File: src/rtl/srl_pkg.sv
// Shared constants, types and helpers for the serial report logger.
package srl_pkg;
  // Instrument clock and real-time clock tick.
  localparam int unsigned CLK_HZ = 40_000_000;
  localparam int unsigned TICK_S = 1;
  localparam int unsigned TICK_W = 26;
  // Control characters and ticket punctuation.
  localparam logic [7:0] CH_CR = 8'h0D;
  localparam logic [7:0] CH_LF = 8'h0A;
  localparam logic [7:0] CH_XON = 8'h11;
  localparam logic [7:0] CH_XOFF = 8'h13;
  localparam logic [7:0] CH_ZERO = 8'h30;
  localparam logic [7:0] CH_HEXA = 8'h37;
  localparam logic [7:0] CH_SLASH = 8'h2F;
  localparam logic [7:0] CH_COLON = 8'h3A;
  localparam logic [7:0] CH_SPACE = 8'h20;
  // Multidrop addressing: 32 units; an address byte is the tag and the unit.
  localparam int unsigned ADDR_W = 5;
  localparam logic [2:0] ADDR_TAG = 3'h4;
  localparam int unsigned TOT_W = 32;
  // Calendar limits and logging marks.
  localparam logic [5:0] SEC_LAST = 6'h3B;
  localparam logic [5:0] MIN_LAST = 6'h3B;
  localparam logic [5:0] MIN_HALF = 6'h1E;
  localparam logic [4:0] HOUR_LAST = 5'h17;
  localparam logic [4:0] HOUR_6 = 5'h06;
  localparam logic [4:0] HOUR_NOON = 5'h0C;
  localparam logic [4:0] DAY_FIRST = 5'h01;
  localparam logic [4:0] DAYS_LONG = 5'h1F;
  localparam logic [4:0] DAYS_SHORT = 5'h1E;
  localparam logic [4:0] DAYS_FEB = 5'h1C;
  localparam logic [4:0] DAYS_LEAP = 5'h1D;
  localparam logic [3:0] MON_FIRST = 4'h1;
  localparam logic [3:0] MON_FEB = 4'h2;
  localparam logic [3:0] MON_LAST = 4'hC;
  localparam logic [6:0] YEAR_LAST = 7'h63;
  localparam logic [6:0] DEC_TEN = 7'h0A;
  // Ticket layout: last character index and first hex digit index.
  localparam logic [4:0] TKT_LAST = 5'h16;
  localparam logic [4:0] TKT_HEX = 5'h0F;
  // Frame length with eight data bits, no parity, one stop; parity slot.
  localparam logic [3:0] LEN_BASE = 4'hA;
  localparam logic [3:0] PAR_POS8 = 4'h9;
  typedef enum logic [1:0] {PAR_NONE, PAR_EVEN, PAR_ODD} srl_par_e;
  typedef enum logic [1:0] {IF_RS232, IF_RS422, IF_RS485} srl_if_e;
  typedef enum logic [1:0] {PR_STD, PR_SLIP, PR_HOST} srl_proto_e;
  typedef enum logic [2:0] {LOG_OFF, LOG_1M, LOG_10M, LOG_30M,
    LOG_1H, LOG_6H, LOG_12H, LOG_24H} srl_log_e;
  typedef enum logic [1:0] {CLR_MANUAL, CLR_AUTO, CLR_MIDNIGHT} srl_clr_e;
  typedef enum {MSG_IDLE, MSG_PRE, MSG_BODY, MSG_CR, MSG_LF,
    MSG_POST} srl_msg_e;
  typedef struct packed {
    logic [15:0] baud_div;
    logic seven;
    srl_par_e parity;
    logic two_stop;
  } srl_frame_s;
  typedef struct packed {
    srl_proto_e proto;
    srl_if_e iface;
    srl_log_e log_sel;
    srl_clr_e clr_sel;
    logic full_duplex;
    logic front_reset_dis;
    logic date_us;
    logic [ADDR_W-1:0] unit_addr;
  } srl_cfg_s;
  typedef struct packed {
    logic [4:0] hour;
    logic [5:0] min;
    logic [4:0] day;
    logic [3:0] mon;
    logic [6:0] year;
  } srl_time_s;
  // Parity bit for a character under the given framing.
  function automatic logic par_bit(logic [7:0] d, srl_frame_s f);
    logic p;
    p = f.seven ? ^d[6:0] : ^d;
    return (f.parity == PAR_ODD) ? ~p : p;
  endfunction
  // Bit periods in one frame, start bit included.
  function automatic logic [3:0] frame_len(srl_frame_s f);
    return LEN_BASE - {3'h0, f.seven} + {3'h0, f.parity != PAR_NONE}
      + {3'h0, f.two_stop};
  endfunction
endpackage

File: src/rtl/srl_top.sv
// Serial ticket printer, host reply and data-logging controller.
`timescale 1ns/1ps
`default_nettype none
// What this block does
// Up to 32 units share one multidrop link; address is five bits.
// On multidrop, answer traffic only after our own address byte arrives.
// The master sends a unit address before talking to that unit.
// Printer mode prints a ticket on reset key and on each log time.
// A key ticket is printed from the totals before they are cleared.
// No new character starts while CTS shows printer buffer full.
// Host commands are ASCII ending in carriage return.
// Every message ends with carriage return then line feed. In Xon/Xoff operation the code sends Xon after the line feed.
// An Xoff as first command character switches on Xon/Xoff operation.
// In Xon/Xoff operation messages start with Xoff and end with Xon.
// Xon/Xoff operation only on the point-to-point interface.
// Full duplex echoes each command character; half duplex does not. The code does not echo an Xoff taken as first character.
// Logging every 1, 10 or 30 minutes on matching clock marks.
// Logging every 1, 6, 12 or 24 hours at the matching hours.
// Totals clear manually, at each print start, or at midnight print.
// A disabled front reset key is ignored even in manual clear mode.
// Real-time clock in 24 hour form; date printed day or month first.
// Baud rate, parity and word length are set by configuration.
// Protocol selects a printer driver or the host command protocol.
// A disabled front reset key has no effect in normal operation.
// Frames: start bit, data LSB first, optional parity, stop bits.
module srl_top
  import srl_pkg::*;
#(
  parameter int unsigned TICK_CYC = CLK_HZ * TICK_S
) (
  // Clock and reset.
  input wire logic clk,
  input wire logic rst_b,
  // Configuration.
  input wire srl_cfg_s cfg,
  input wire srl_frame_s frame,
  // Clock setting.
  input wire srl_time_s time_set,
  input wire logic time_set_stb,
  // Front panel and totaliser.
  input wire logic reset_key,
  input wire logic [TOT_W-1:0] total_in,
  output logic total_clr,
  // Serial pins.
  input wire logic rxd,
  output logic txd,
  input wire logic cts_full,
  // Commands out.
  output logic [7:0] cmd_data,
  output logic cmd_valid,
  output logic cmd_end,
  // Replies in.
  input wire logic [7:0] reply_data,
  input wire logic reply_valid,
  input wire logic reply_last,
  output logic reply_ready,
  // Status.
  output logic selected,
  output logic xon_active,
  output logic msg_busy
);
  srl_msg_e st_q;
  logic [TICK_W-1:0] tick_cnt_q;
  logic [5:0] sec_q, min_q;
  logic [4:0] hour_q, day_q;
  logic [3:0] mon_q;
  logic [6:0] year_q;
  logic min_edge_q, log_due, tick, on_hour, midnight;
  logic cts_m_q, cts_q, key_m_q, key_s_q, key_p_q, key_evt;
  logic key_pend_q, log_pend_q, tkt_go, rep_go, host, p2p;
  logic src_tkt_q, msg_xon_q, clr_end_q, seq_done, clr_now;
  logic [4:0] tkt_idx_q;
  logic [TOT_W-1:0] tot_snap_q;
  logic [7:0] cur_char, tkt_char, body_q, echo_q, rx_byte;
  logic have_char, send, body_vld_q, body_last_q, echo_vld_q;
  logic rx_vld, host_rx, xoff_first, echo_evt, first_q;
  logic sel_q, xon_q, total_clr_q, cmd_valid_q, cmd_end_q;
  logic reply_ready_q, msg_busy_q, txd_q, tx_idle;
  logic [7:0] cmd_data_q;
  logic [11:0] tx_sh_q;
  logic [3:0] tx_cnt_q, nib;
  logic [15:0] tx_div_q;
  logic [6:0] fld_a, fld_b;

  // Days in the month, with every fourth year a leap year.
  function automatic logic [4:0] month_days(logic [3:0] m, logic [6:0] y);
    if (m == MON_FEB) begin
      return (y[1:0] == 2'h0) ? DAYS_LEAP : DAYS_FEB;
    end
    if (m == 4'h4 || m == 4'h6 || m == 4'h9 || m == 4'hB) begin
      return DAYS_SHORT;
    end
    return DAYS_LONG;
  endfunction

  // ASCII digit for a nibble, decimal or hex.
  function automatic logic [7:0] asc(logic [3:0] d);
    return (d < 4'hA) ? CH_ZERO + {4'h0, d} : CH_HEXA + {4'h0, d};
  endfunction

  // Data, parity and stop bits after the start bit, idle-padded.
  function automatic logic [11:0] frame_rest(logic [7:0] d, srl_frame_s f);
    logic [11:0] r;
    r = '1;
    if (f.seven) begin
      r[6:0] = d[6:0];
      r[7] = (f.parity == PAR_NONE) | par_bit(d, f);
    end else begin
      r[7:0] = d;
      r[8] = (f.parity == PAR_NONE) | par_bit(d, f);
    end
    return r;
  endfunction

  srl_rx u_rx (
    .clk(clk),
    .rst_b(rst_b),
    .rxd(rxd),
    .frame(frame),
    .rx_data(rx_byte),
    .rx_valid(rx_vld),
    .rx_perr()
  );

  // Mode decode and outputs straight from flops.
  assign host = (cfg.proto == PR_HOST);
  assign p2p = (cfg.iface == IF_RS232);
  assign txd = txd_q;
  assign total_clr = total_clr_q;
  assign cmd_data = cmd_data_q;
  assign cmd_valid = cmd_valid_q;
  assign cmd_end = cmd_end_q;
  assign reply_ready = reply_ready_q;
  assign selected = sel_q;
  assign xon_active = xon_q;
  assign msg_busy = msg_busy_q;

  // Synchronisers for the key and CTS pins.
  always_ff @(posedge clk) begin
    if (!rst_b) begin
      cts_m_q <= 1'b0;
      cts_q <= 1'b0;
      key_m_q <= 1'b0;
      key_s_q <= 1'b0;
      key_p_q <= 1'b0;
    end else begin
      cts_m_q <= cts_full;
      cts_q <= cts_m_q;
      key_m_q <= reset_key;
      key_s_q <= key_m_q;
      key_p_q <= key_s_q;
    end
  end
  assign key_evt = key_s_q && !key_p_q && !cfg.front_reset_dis;

  // One-second tick for the clock.
  assign tick = (tick_cnt_q == TICK_W'(TICK_CYC - 1));
  always_ff @(posedge clk) begin
    if (!rst_b || tick || time_set_stb) begin
      tick_cnt_q <= '0;
    end else begin
      tick_cnt_q <= tick_cnt_q + 1'b1;
    end
  end

  // Calendar clock in 24 hour form.
  always_ff @(posedge clk) begin
    if (!rst_b) begin
      sec_q <= '0;
      min_q <= '0;
      hour_q <= '0;
      day_q <= DAY_FIRST;
      mon_q <= MON_FIRST;
      year_q <= '0;
    end else if (time_set_stb) begin
      sec_q <= '0;
      min_q <= time_set.min;
      hour_q <= time_set.hour;
      day_q <= time_set.day;
      mon_q <= time_set.mon;
      year_q <= time_set.year;
    end else if (tick) begin
      sec_q <= (sec_q == SEC_LAST) ? '0 : sec_q + 6'h01;
      if (sec_q == SEC_LAST) begin
        min_q <= (min_q == MIN_LAST) ? '0 : min_q + 6'h01;
        if (min_q == MIN_LAST) begin
          hour_q <= (hour_q == HOUR_LAST) ? '0 : hour_q + 5'h01;
          if (hour_q == HOUR_LAST) begin
            if (day_q != month_days(mon_q, year_q)) begin
              day_q <= day_q + 5'h01;
            end else begin
              day_q <= DAY_FIRST;
              mon_q <= (mon_q == MON_LAST) ? MON_FIRST : mon_q + 4'h1;
              if (mon_q == MON_LAST) begin
                year_q <= (year_q == YEAR_LAST) ? '0 : year_q + 7'h01;
              end
            end
          end
        end
      end
    end
  end

  // Minute boundary, after the rollover.
  always_ff @(posedge clk) begin
    if (!rst_b) begin
      min_edge_q <= 1'b0;
    end else begin
      min_edge_q <= tick && (sec_q == SEC_LAST) && !time_set_stb;
    end
  end

  // Logging schedule aligned to clock marks; hour zero is midnight.
  assign on_hour = (min_q == '0);
  assign midnight = on_hour && (hour_q == '0);
  always_comb begin
    log_due = 1'b0;
    unique case (cfg.log_sel)
      LOG_OFF: log_due = 1'b0;
      LOG_1M: log_due = 1'b1;
      LOG_10M: log_due = (({1'b0, min_q} % DEC_TEN) == '0);
      LOG_30M: log_due = on_hour || (min_q == MIN_HALF);
      LOG_1H: log_due = on_hour;
      LOG_6H: log_due = on_hour && ((hour_q % HOUR_6) == '0);
      LOG_12H: log_due = on_hour && (hour_q % HOUR_NOON == '0);
      LOG_24H: log_due = midnight;
    endcase
    log_due = log_due && min_edge_q;
  end

  // Message starts: tickets first, replies only when addressed.
  assign tkt_go = (st_q == MSG_IDLE) && !echo_vld_q
    && (key_pend_q || log_pend_q);
  assign rep_go = (st_q == MSG_IDLE) && !echo_vld_q && !key_pend_q
    && !log_pend_q && host && sel_q && reply_valid;

  // Pending ticket requests; a new event wins over its own take.
  always_ff @(posedge clk) begin
    if (!rst_b) begin
      key_pend_q <= 1'b0;
      log_pend_q <= 1'b0;
    end else begin
      if (tkt_go && key_pend_q) begin
        key_pend_q <= 1'b0;
      end
      if (tkt_go && !key_pend_q) begin
        log_pend_q <= 1'b0;
      end
      if (key_evt && !host) begin
        key_pend_q <= 1'b1;
      end
      if (log_due) begin
        log_pend_q <= 1'b1;
      end
    end
  end

  // Ticket text: date, time and total in hex.
  assign fld_a = cfg.date_us ? {3'h0, mon_q} : {2'h0, day_q};
  assign fld_b = cfg.date_us ? {2'h0, day_q} : {3'h0, mon_q};
  assign nib = tot_snap_q[4 * (TKT_LAST - tkt_idx_q) +: 4];
  always_comb begin
    tkt_char = CH_SPACE;
    case (tkt_idx_q)
      5'h00: tkt_char = asc(4'(fld_a / DEC_TEN));
      5'h01: tkt_char = asc(4'(fld_a % DEC_TEN));
      5'h02: tkt_char = CH_SLASH;
      5'h03: tkt_char = asc(4'(fld_b / DEC_TEN));
      5'h04: tkt_char = asc(4'(fld_b % DEC_TEN));
      5'h05: tkt_char = CH_SLASH;
      5'h06: tkt_char = asc(4'(year_q / DEC_TEN));
      5'h07: tkt_char = asc(4'(year_q % DEC_TEN));
      5'h09: tkt_char = asc(4'({2'h0, hour_q} / DEC_TEN));
      5'h0A: tkt_char = asc(4'({2'h0, hour_q} % DEC_TEN));
      5'h0B: tkt_char = CH_COLON;
      5'h0C: tkt_char = asc(4'({1'b0, min_q} / DEC_TEN));
      5'h0D: tkt_char = asc(4'({1'b0, min_q} % DEC_TEN));
      default: tkt_char = (tkt_idx_q >= TKT_HEX) ? asc(nib) : CH_SPACE;
    endcase
  end

  // Character offered by the sequencer in each state.
  always_comb begin
    cur_char = echo_q;
    have_char = 1'b0;
    unique case (st_q)
      MSG_IDLE: have_char = echo_vld_q;
      MSG_PRE: begin
        cur_char = CH_XOFF;
        have_char = 1'b1;
      end
      MSG_BODY: begin
        cur_char = src_tkt_q ? tkt_char : body_q;
        have_char = src_tkt_q || body_vld_q;
      end
      MSG_CR: begin
        cur_char = CH_CR;
        have_char = 1'b1;
      end
      MSG_LF: begin
        cur_char = CH_LF;
        have_char = 1'b1;
      end
      MSG_POST: begin
        cur_char = CH_XON;
        have_char = 1'b1;
      end
    endcase
  end
  assign send = have_char && tx_idle && !cts_q;
  assign seq_done = send && ((st_q == MSG_LF && !msg_xon_q)
    || st_q == MSG_POST);

  // Message sequencer.
  always_ff @(posedge clk) begin
    if (!rst_b) begin
      st_q <= MSG_IDLE;
      src_tkt_q <= 1'b0;
      msg_xon_q <= 1'b0;
      clr_end_q <= 1'b0;
      tkt_idx_q <= '0;
      tot_snap_q <= '0;
    end else begin
      unique case (st_q)
        MSG_IDLE: begin
          if (tkt_go || rep_go) begin
            st_q <= xon_q ? MSG_PRE : MSG_BODY;
            msg_xon_q <= xon_q;
            src_tkt_q <= tkt_go;
            clr_end_q <= tkt_go && key_pend_q;
            tkt_idx_q <= '0;
            tot_snap_q <= total_in;
          end
        end
        MSG_PRE: if (send) st_q <= MSG_BODY;
        MSG_BODY: begin
          if (send && !src_tkt_q && body_last_q) begin
            st_q <= MSG_CR;
          end else if (send && src_tkt_q) begin
            tkt_idx_q <= tkt_idx_q + 5'h01;
            if (tkt_idx_q == TKT_LAST) st_q <= MSG_CR;
          end
        end
        MSG_CR: if (send) st_q <= MSG_LF;
        MSG_LF: if (send) st_q <= msg_xon_q ? MSG_POST : MSG_IDLE;
        MSG_POST: if (send) st_q <= MSG_IDLE;
      endcase
    end
  end

  // Total clear policy.
  assign clr_now = (seq_done && clr_end_q)
    || (tkt_go && !key_pend_q && (cfg.clr_sel == CLR_AUTO
    || (cfg.clr_sel == CLR_MIDNIGHT && midnight)))
    || (key_evt && host);
  always_ff @(posedge clk) begin
    if (!rst_b) begin
      total_clr_q <= 1'b0;
      msg_busy_q <= 1'b0;
    end else begin
      total_clr_q <= clr_now;
      msg_busy_q <= (st_q != MSG_IDLE);
    end
  end

  // Reply byte stage with its ready handshake.
  always_ff @(posedge clk) begin
    if (!rst_b) begin
      body_vld_q <= 1'b0;
      body_last_q <= 1'b0;
      body_q <= '0;
      reply_ready_q <= 1'b0;
    end else begin
      if (send && st_q == MSG_BODY && !src_tkt_q) begin
        body_vld_q <= 1'b0;
      end
      if (reply_valid && reply_ready_q) begin
        body_vld_q <= 1'b1;
        body_q <= reply_data;
        body_last_q <= reply_last;
      end
      reply_ready_q <= (st_q == MSG_BODY) && !src_tkt_q && !body_vld_q
        && !(reply_valid && reply_ready_q);
    end
  end

  // Addressing: always selected point to point, else by address byte.
  always_ff @(posedge clk) begin
    if (!rst_b) begin
      sel_q <= 1'b0;
    end else if (p2p) begin
      sel_q <= 1'b1;
    end else if (rx_vld && !sel_q
        && rx_byte == {ADDR_TAG, cfg.unit_addr}) begin
      sel_q <= 1'b1;
    end else if (seq_done && !src_tkt_q) begin
      sel_q <= 1'b0;
    end
  end

  // Command reception, Xoff detection and echo request.
  assign host_rx = rx_vld && sel_q && host;
  assign xoff_first = first_q && (rx_byte == CH_XOFF);
  assign echo_evt = host_rx && cfg.full_duplex && !xoff_first;
  always_ff @(posedge clk) begin
    if (!rst_b) begin
      first_q <= 1'b1;
      xon_q <= 1'b0;
      cmd_data_q <= '0;
      cmd_valid_q <= 1'b0;
      cmd_end_q <= 1'b0;
    end else begin
      cmd_valid_q <= host_rx && !xoff_first;
      cmd_end_q <= host_rx && !xoff_first && rx_byte == CH_CR;
      if (!p2p) begin
        xon_q <= 1'b0;
      end else if (host_rx && first_q) begin
        xon_q <= xoff_first;
      end
      if (host_rx) begin
        first_q <= xoff_first ? 1'b0 : (rx_byte == CH_CR);
        cmd_data_q <= rx_byte;
      end
    end
  end

  // Pending echo; a new character wins over the one being sent.
  always_ff @(posedge clk) begin
    if (!rst_b) begin
      echo_vld_q <= 1'b0;
      echo_q <= '0;
    end else begin
      if (send && st_q == MSG_IDLE) begin
        echo_vld_q <= 1'b0;
      end
      if (echo_evt) begin
        echo_vld_q <= 1'b1;
        echo_q <= rx_byte;
      end
    end
  end

  // Transmit shifter: start, data, parity and stop bits.
  assign tx_idle = (tx_cnt_q == '0);
  always_ff @(posedge clk) begin
    if (!rst_b) begin
      txd_q <= 1'b1;
      tx_sh_q <= '1;
      tx_cnt_q <= '0;
      tx_div_q <= '0;
    end else if (send) begin
      txd_q <= 1'b0;
      tx_sh_q <= frame_rest(cur_char, frame);
      tx_cnt_q <= frame_len(frame);
      tx_div_q <= frame.baud_div - 16'h0001;
    end else if (!tx_idle) begin
      if (tx_div_q != '0) begin
        tx_div_q <= tx_div_q - 16'h0001;
      end else begin
        tx_div_q <= frame.baud_div - 16'h0001;
        txd_q <= tx_sh_q[0];
        tx_sh_q <= {1'b1, tx_sh_q[11:1]};
        tx_cnt_q <= tx_cnt_q - 4'h1;
      end
    end
  end
endmodule // srl_top
`default_nettype wire

File: src/rtl/srl_rx.sv
// Asynchronous serial receiver with mid-bit sampling and parity check.
`timescale 1ns/1ps
`default_nettype none
module srl_rx
  import srl_pkg::*;
(
  // Clock and reset.
  input wire logic clk,
  input wire logic rst_b,
  // Line and framing.
  input wire logic rxd,
  input wire srl_frame_s frame,
  // Received character.
  output logic [7:0] rx_data,
  output logic rx_valid,
  output logic rx_perr
);
  logic rx_m_q, rx_s_q, rx_p_q, busy_q, done_q, valid_q, perr_q;
  logic [15:0] div_q;
  logic [3:0] bit_q;
  logic [11:0] sh_q;
  logic [7:0] data_q, word;
  logic [3:0] pidx;
  logic ok;
  // Word and parity slot from the sampled bits.
  assign word = frame.seven ? {1'b0, sh_q[7:1]} : sh_q[8:1];
  assign pidx = PAR_POS8 - {3'h0, frame.seven};
  assign ok = (frame.parity == PAR_NONE) || (sh_q[pidx] == par_bit(word, frame));
  assign rx_data = data_q;
  assign rx_valid = valid_q;
  assign rx_perr = perr_q;
  // Two-flop synchroniser and a copy for start detection.
  always_ff @(posedge clk) begin
    if (!rst_b) begin
      rx_m_q <= 1'b1;
      rx_s_q <= 1'b1;
      rx_p_q <= 1'b1;
    end else begin
      rx_m_q <= rxd;
      rx_s_q <= rx_m_q;
      rx_p_q <= rx_s_q;
    end
  end
  // Bit timing: half a bit to the start centre, then one bit per sample.
  always_ff @(posedge clk) begin
    if (!rst_b) begin
      busy_q <= 1'b0;
      done_q <= 1'b0;
      div_q <= '0;
      bit_q <= '0;
      sh_q <= '1;
    end else begin
      done_q <= 1'b0;
      if (!busy_q) begin
        if (rx_p_q && !rx_s_q) begin
          busy_q <= 1'b1;
          div_q <= {1'b0, frame.baud_div[15:1]};
          bit_q <= '0;
        end
      end else if (div_q != '0) begin
        div_q <= div_q - 16'h0001;
      end else begin
        div_q <= frame.baud_div - 16'h0001;
        if (bit_q == '0 && rx_s_q) begin
          busy_q <= 1'b0; // A glitch, not a start bit.
        end else begin
          sh_q[bit_q] <= rx_s_q;
          bit_q <= bit_q + 4'h1;
          if (bit_q == frame_len(frame) - 4'h1) begin
            busy_q <= 1'b0;
            done_q <= 1'b1;
          end
        end
      end
    end
  end
  // Deliver good characters; flag parity failures.
  always_ff @(posedge clk) begin
    if (!rst_b) begin
      data_q <= '0;
      valid_q <= 1'b0;
      perr_q <= 1'b0;
    end else begin
      valid_q <= done_q && ok;
      perr_q <= done_q && !ok;
      if (done_q) begin
        data_q <= word;
      end
    end
  end
endmodule // srl_rx
`default_nettype wire

File: config.mk
export PLATFORM = sky130hd
export DESIGN_NAME = srl_top
export DESIGN_NICKNAME = d
export VERILOG_FILES = /design/src/rtl/srl_pkg.sv /design/src/rtl/srl_top.sv /design/src/rtl/srl_rx.sv
export SDC_FILE = /design/constraint.sdc
export NUM_CORES = 1
export LEC_CHECK = 0
export BUFFER_PORTS_ARGS = -buffer_cell sky130_fd_sc_hd__clkbuf_2
export CORE_MARGIN = 2
export CORE_UTILIZATION = 40
export DETAILED_ROUTE_END_ITERATION = 6
export GPL_ROUTABILITY_DRIVEN = 0
export PLACE_DENSITY = 0.6
export SKIP_CTS_REPAIR_TIMING = 1
export SYNTH_ARGS = -nofsm -noshare
export SYNTH_HDL_FRONTEND = slang
export SYNTH_SLANG_ARGS = --single-unit
File: constraint.sdc
create_clock -name clk -period 7.05 [get_ports clk]
set_input_delay 0.3525 -clock clk [delete_from_list [all_inputs] [get_ports clk]]
set_output_delay 0.3525 -clock clk [all_outputs]
set_load 0.02 [all_outputs]
==> out/qor.yml <==
yosys.area.top_type: "dfxtp_1"
ant_nets: 0
synthTopCellsByCount: "256 x nand2_1, 218 x dfxtp_1, 192 x nor2_1"
ir_worst_vdd_mv: 0.218
wl_per_cell_um: 17.1
grt_usage_pct: 21.6
layout_min_cycle_time_ns: 6.11
post-dp-hpwl_um: 30800
initial_utilization_pct: 40.5
critPathCaptureType: "flop"
clk_path_buf_depth: 3
path_delay_family: "compound AO/OA/AOI/OAI gates"
rows: 70
placedCellCount: 2434
powerDensity_nw_per_um2: 247
grt_max_degree: 86
async_flop_share_pct: 0
crit_chain: "nand2b_1 -> o21ai_0 -> nor2b_1 -> a311oi_1 -> ha_1 -> inv_1 -> or3_1 -> a21oi_1 -> o32a_1 -> ha_1 -> inv_1 -> a221oi_1 -> o21ai_0 -> nor4_1 -> o311a_1 -> nor3_2 -> a211oi_2 -> xnor3_1 -> mux2_4 -> o31ai_2"
root_buffer: "clkbuf_16"
critPathLaunchType: "flop"
syn_inst: 1945
synth_edf_count: 0
synth_flop_cell: "dfxtp_1"
antenna_cells: 0
cp_num_buf_inv: 2
cts.htree.levels: 1
max_stage_delay_ns: 0.86
cts_made_buffers: 27
highest_layer: "met4"
final_cells: 2488
cts_num_sinks: 218
setup_viol: 0
fin_skew_ns: 0.0103
synthTopCellsByArea: "dfxtp_1 30%, nand2_1 6.5%, a21oi_1 5.7%"
grt_pass1_wl_um: 69200
critPathArrivalTime_ns: 6.59
port-buffer-count: 127
status: "complete, no violations"
via_per_inst: 5.71
clk_pin_slew_ns: 0.06
final-hold-violation-count: 0
critical_path_class: "reg2reg"
layout-drive-gt1-share_pct: 12.0
nets: 2167
area_growth_pct: 12.7
ys_seq_elements: 218
reg2regPathDepth: 20
crit_cells: 20
yosysMostFrequentCell: "nand2_1"
dieArea_um2: 38500
grt_overflow: 0
drc: 0
grt_pass1_vias: 13469
wl_met3_um: 2140
syn_area_um2: 14800
wl_um: 42600
clkLatencyLatePin_ns: 0.56
drtIter0Drc: 916
antenna_found_initial: 0
crit_required_ns: 7.52
max_freq_mhz: 164
maxSlewViolCount: 0
die_x_um: 196
m1WireLength_um: 18900
boundaryPins: 128
fin_hold_ws_ns: 0.0112
p_leak_nw: 6.17
netlist.area_leader.share_pct: 29.5
cts_tree: "done"
timing.final.crit_share_pct: 86.7
vias: 14201
die_h_um: 196
synth_seq_area_share_pct: 29.5
design.core.area_um2: 36500
holdPathStages: 3
rsz0062_at_grt: "no"
slowest_stage: "dfxtp_1"
synth_cell_types: 99
syn_area_per_cell_um2: 7.60
met2_length_um: 20300
synth_warnings: 0
cp_max_fo: 27
slew_headroom_pct: 21.4
synth_nets: 2113
hp-class: "in2reg"
max_cap_viol_count: 0
worst_pin_slew_ns: 1.17
drtPass1Iterations: 6
tns_ns: 0
## path summary, 6_finish.rpt
check	startpoint	to	slack, ns
hold reg to reg	u_rx.rx_m_q	u_rx.rx_s_q	0.41
setup reg to reg	year_q[4]	tx_sh_q[7]	0.94
setup / recovery	year_q[4]	tx_sh_q[7]	0.94
hold / removal	total_in[28]	tot_snap_q[28]	0.01
## registers in the layout (all words and copies together) (netlist names), 7 cells and up
register / cells
echo_q: 8
tx_div_q: 16
tot_snap_q: 32
body_q: 8
cmd_data: 8
tick_cnt_q: 26
u_rx.div_q: 16
u_rx.sh_q: 9
u_rx.rx_data: 8
tx_sh_q: 9
year_q: 7
## cell families after synthesis
group | Yosys count | synth area share [%]
DFF | 218 | 29.5
muxes | 66 | 5.24
adders and majority gates | 56 | 4.79
xor gates and xnor gates | 99 | 6.14
AOI/OAI and AO/OA | 517 | 23.0
buffers and inverters | 196 | 5.37
and+or+nand+nor | 793 | 25.9
## metrics by stage
step | utilization (%) | power (mW) | cell area (um^2) | setup slack [ns]
global placement | 42.7 | 2.53 | 15600 | 1.32
global route | 45.6 | 4.35 | 16700 | 0.563
floorplan | - | 2.27 | 14800 | 2.19
CTS | 45.5 | 4.14 | 16600 | 1.05
detailed placement | 42.7 | 2.54 | 15600 | 1.07
finish | 45.6 | 4.12 | 16700 | 0.936
## tightest hold or removal path, cell delays in order
cell,delay [ns]
clkbuf_2,0.08
nand2_1,0.04
a21oi_1,0.05
## report_power, final
part	internal, mW	switching [mW]	total, mW	leakage [nW]
Sequential	1.31	0.0906	1.41	1.77
Clock	1.00	0.583	1.58	0.503
Combinational	0.423	0.705	1.13	3.90
## cells in the final DEF, fill, tap and decap left out, types with 34 or more instances in the layout
cell / n
nand2_1: 256
dfxtp_1: 218
nor2_1: 192
a21oi_1: 168
clkbuf_2: 127
o21ai_0: 98
inv_1: 78
nand3_1: 73
xnor2_1: 55
ha_1: 55
nor3_1: 50
mux2i_1: 48
a211oi_1: 45
xor2_1: 41
nor2b_1: 34
## layout make-up
class                      instances  area, um^2
timing repair buffer             140         743
sequential                       218        4360
multi-input combinational       1531        9640
inverter                          81         307
tap                              468         586
clock inverter                    13         243
fill                            3658       19900
clock buffer                      37         783
## routing by layer
metal	vias up	GRT usage, %
met3	72	3.21
met4	0	7.30
met2	338	37.1
li1	7076	-
met5	-	0
met1	6715	27.7
(Power assumes the default switching activity.)
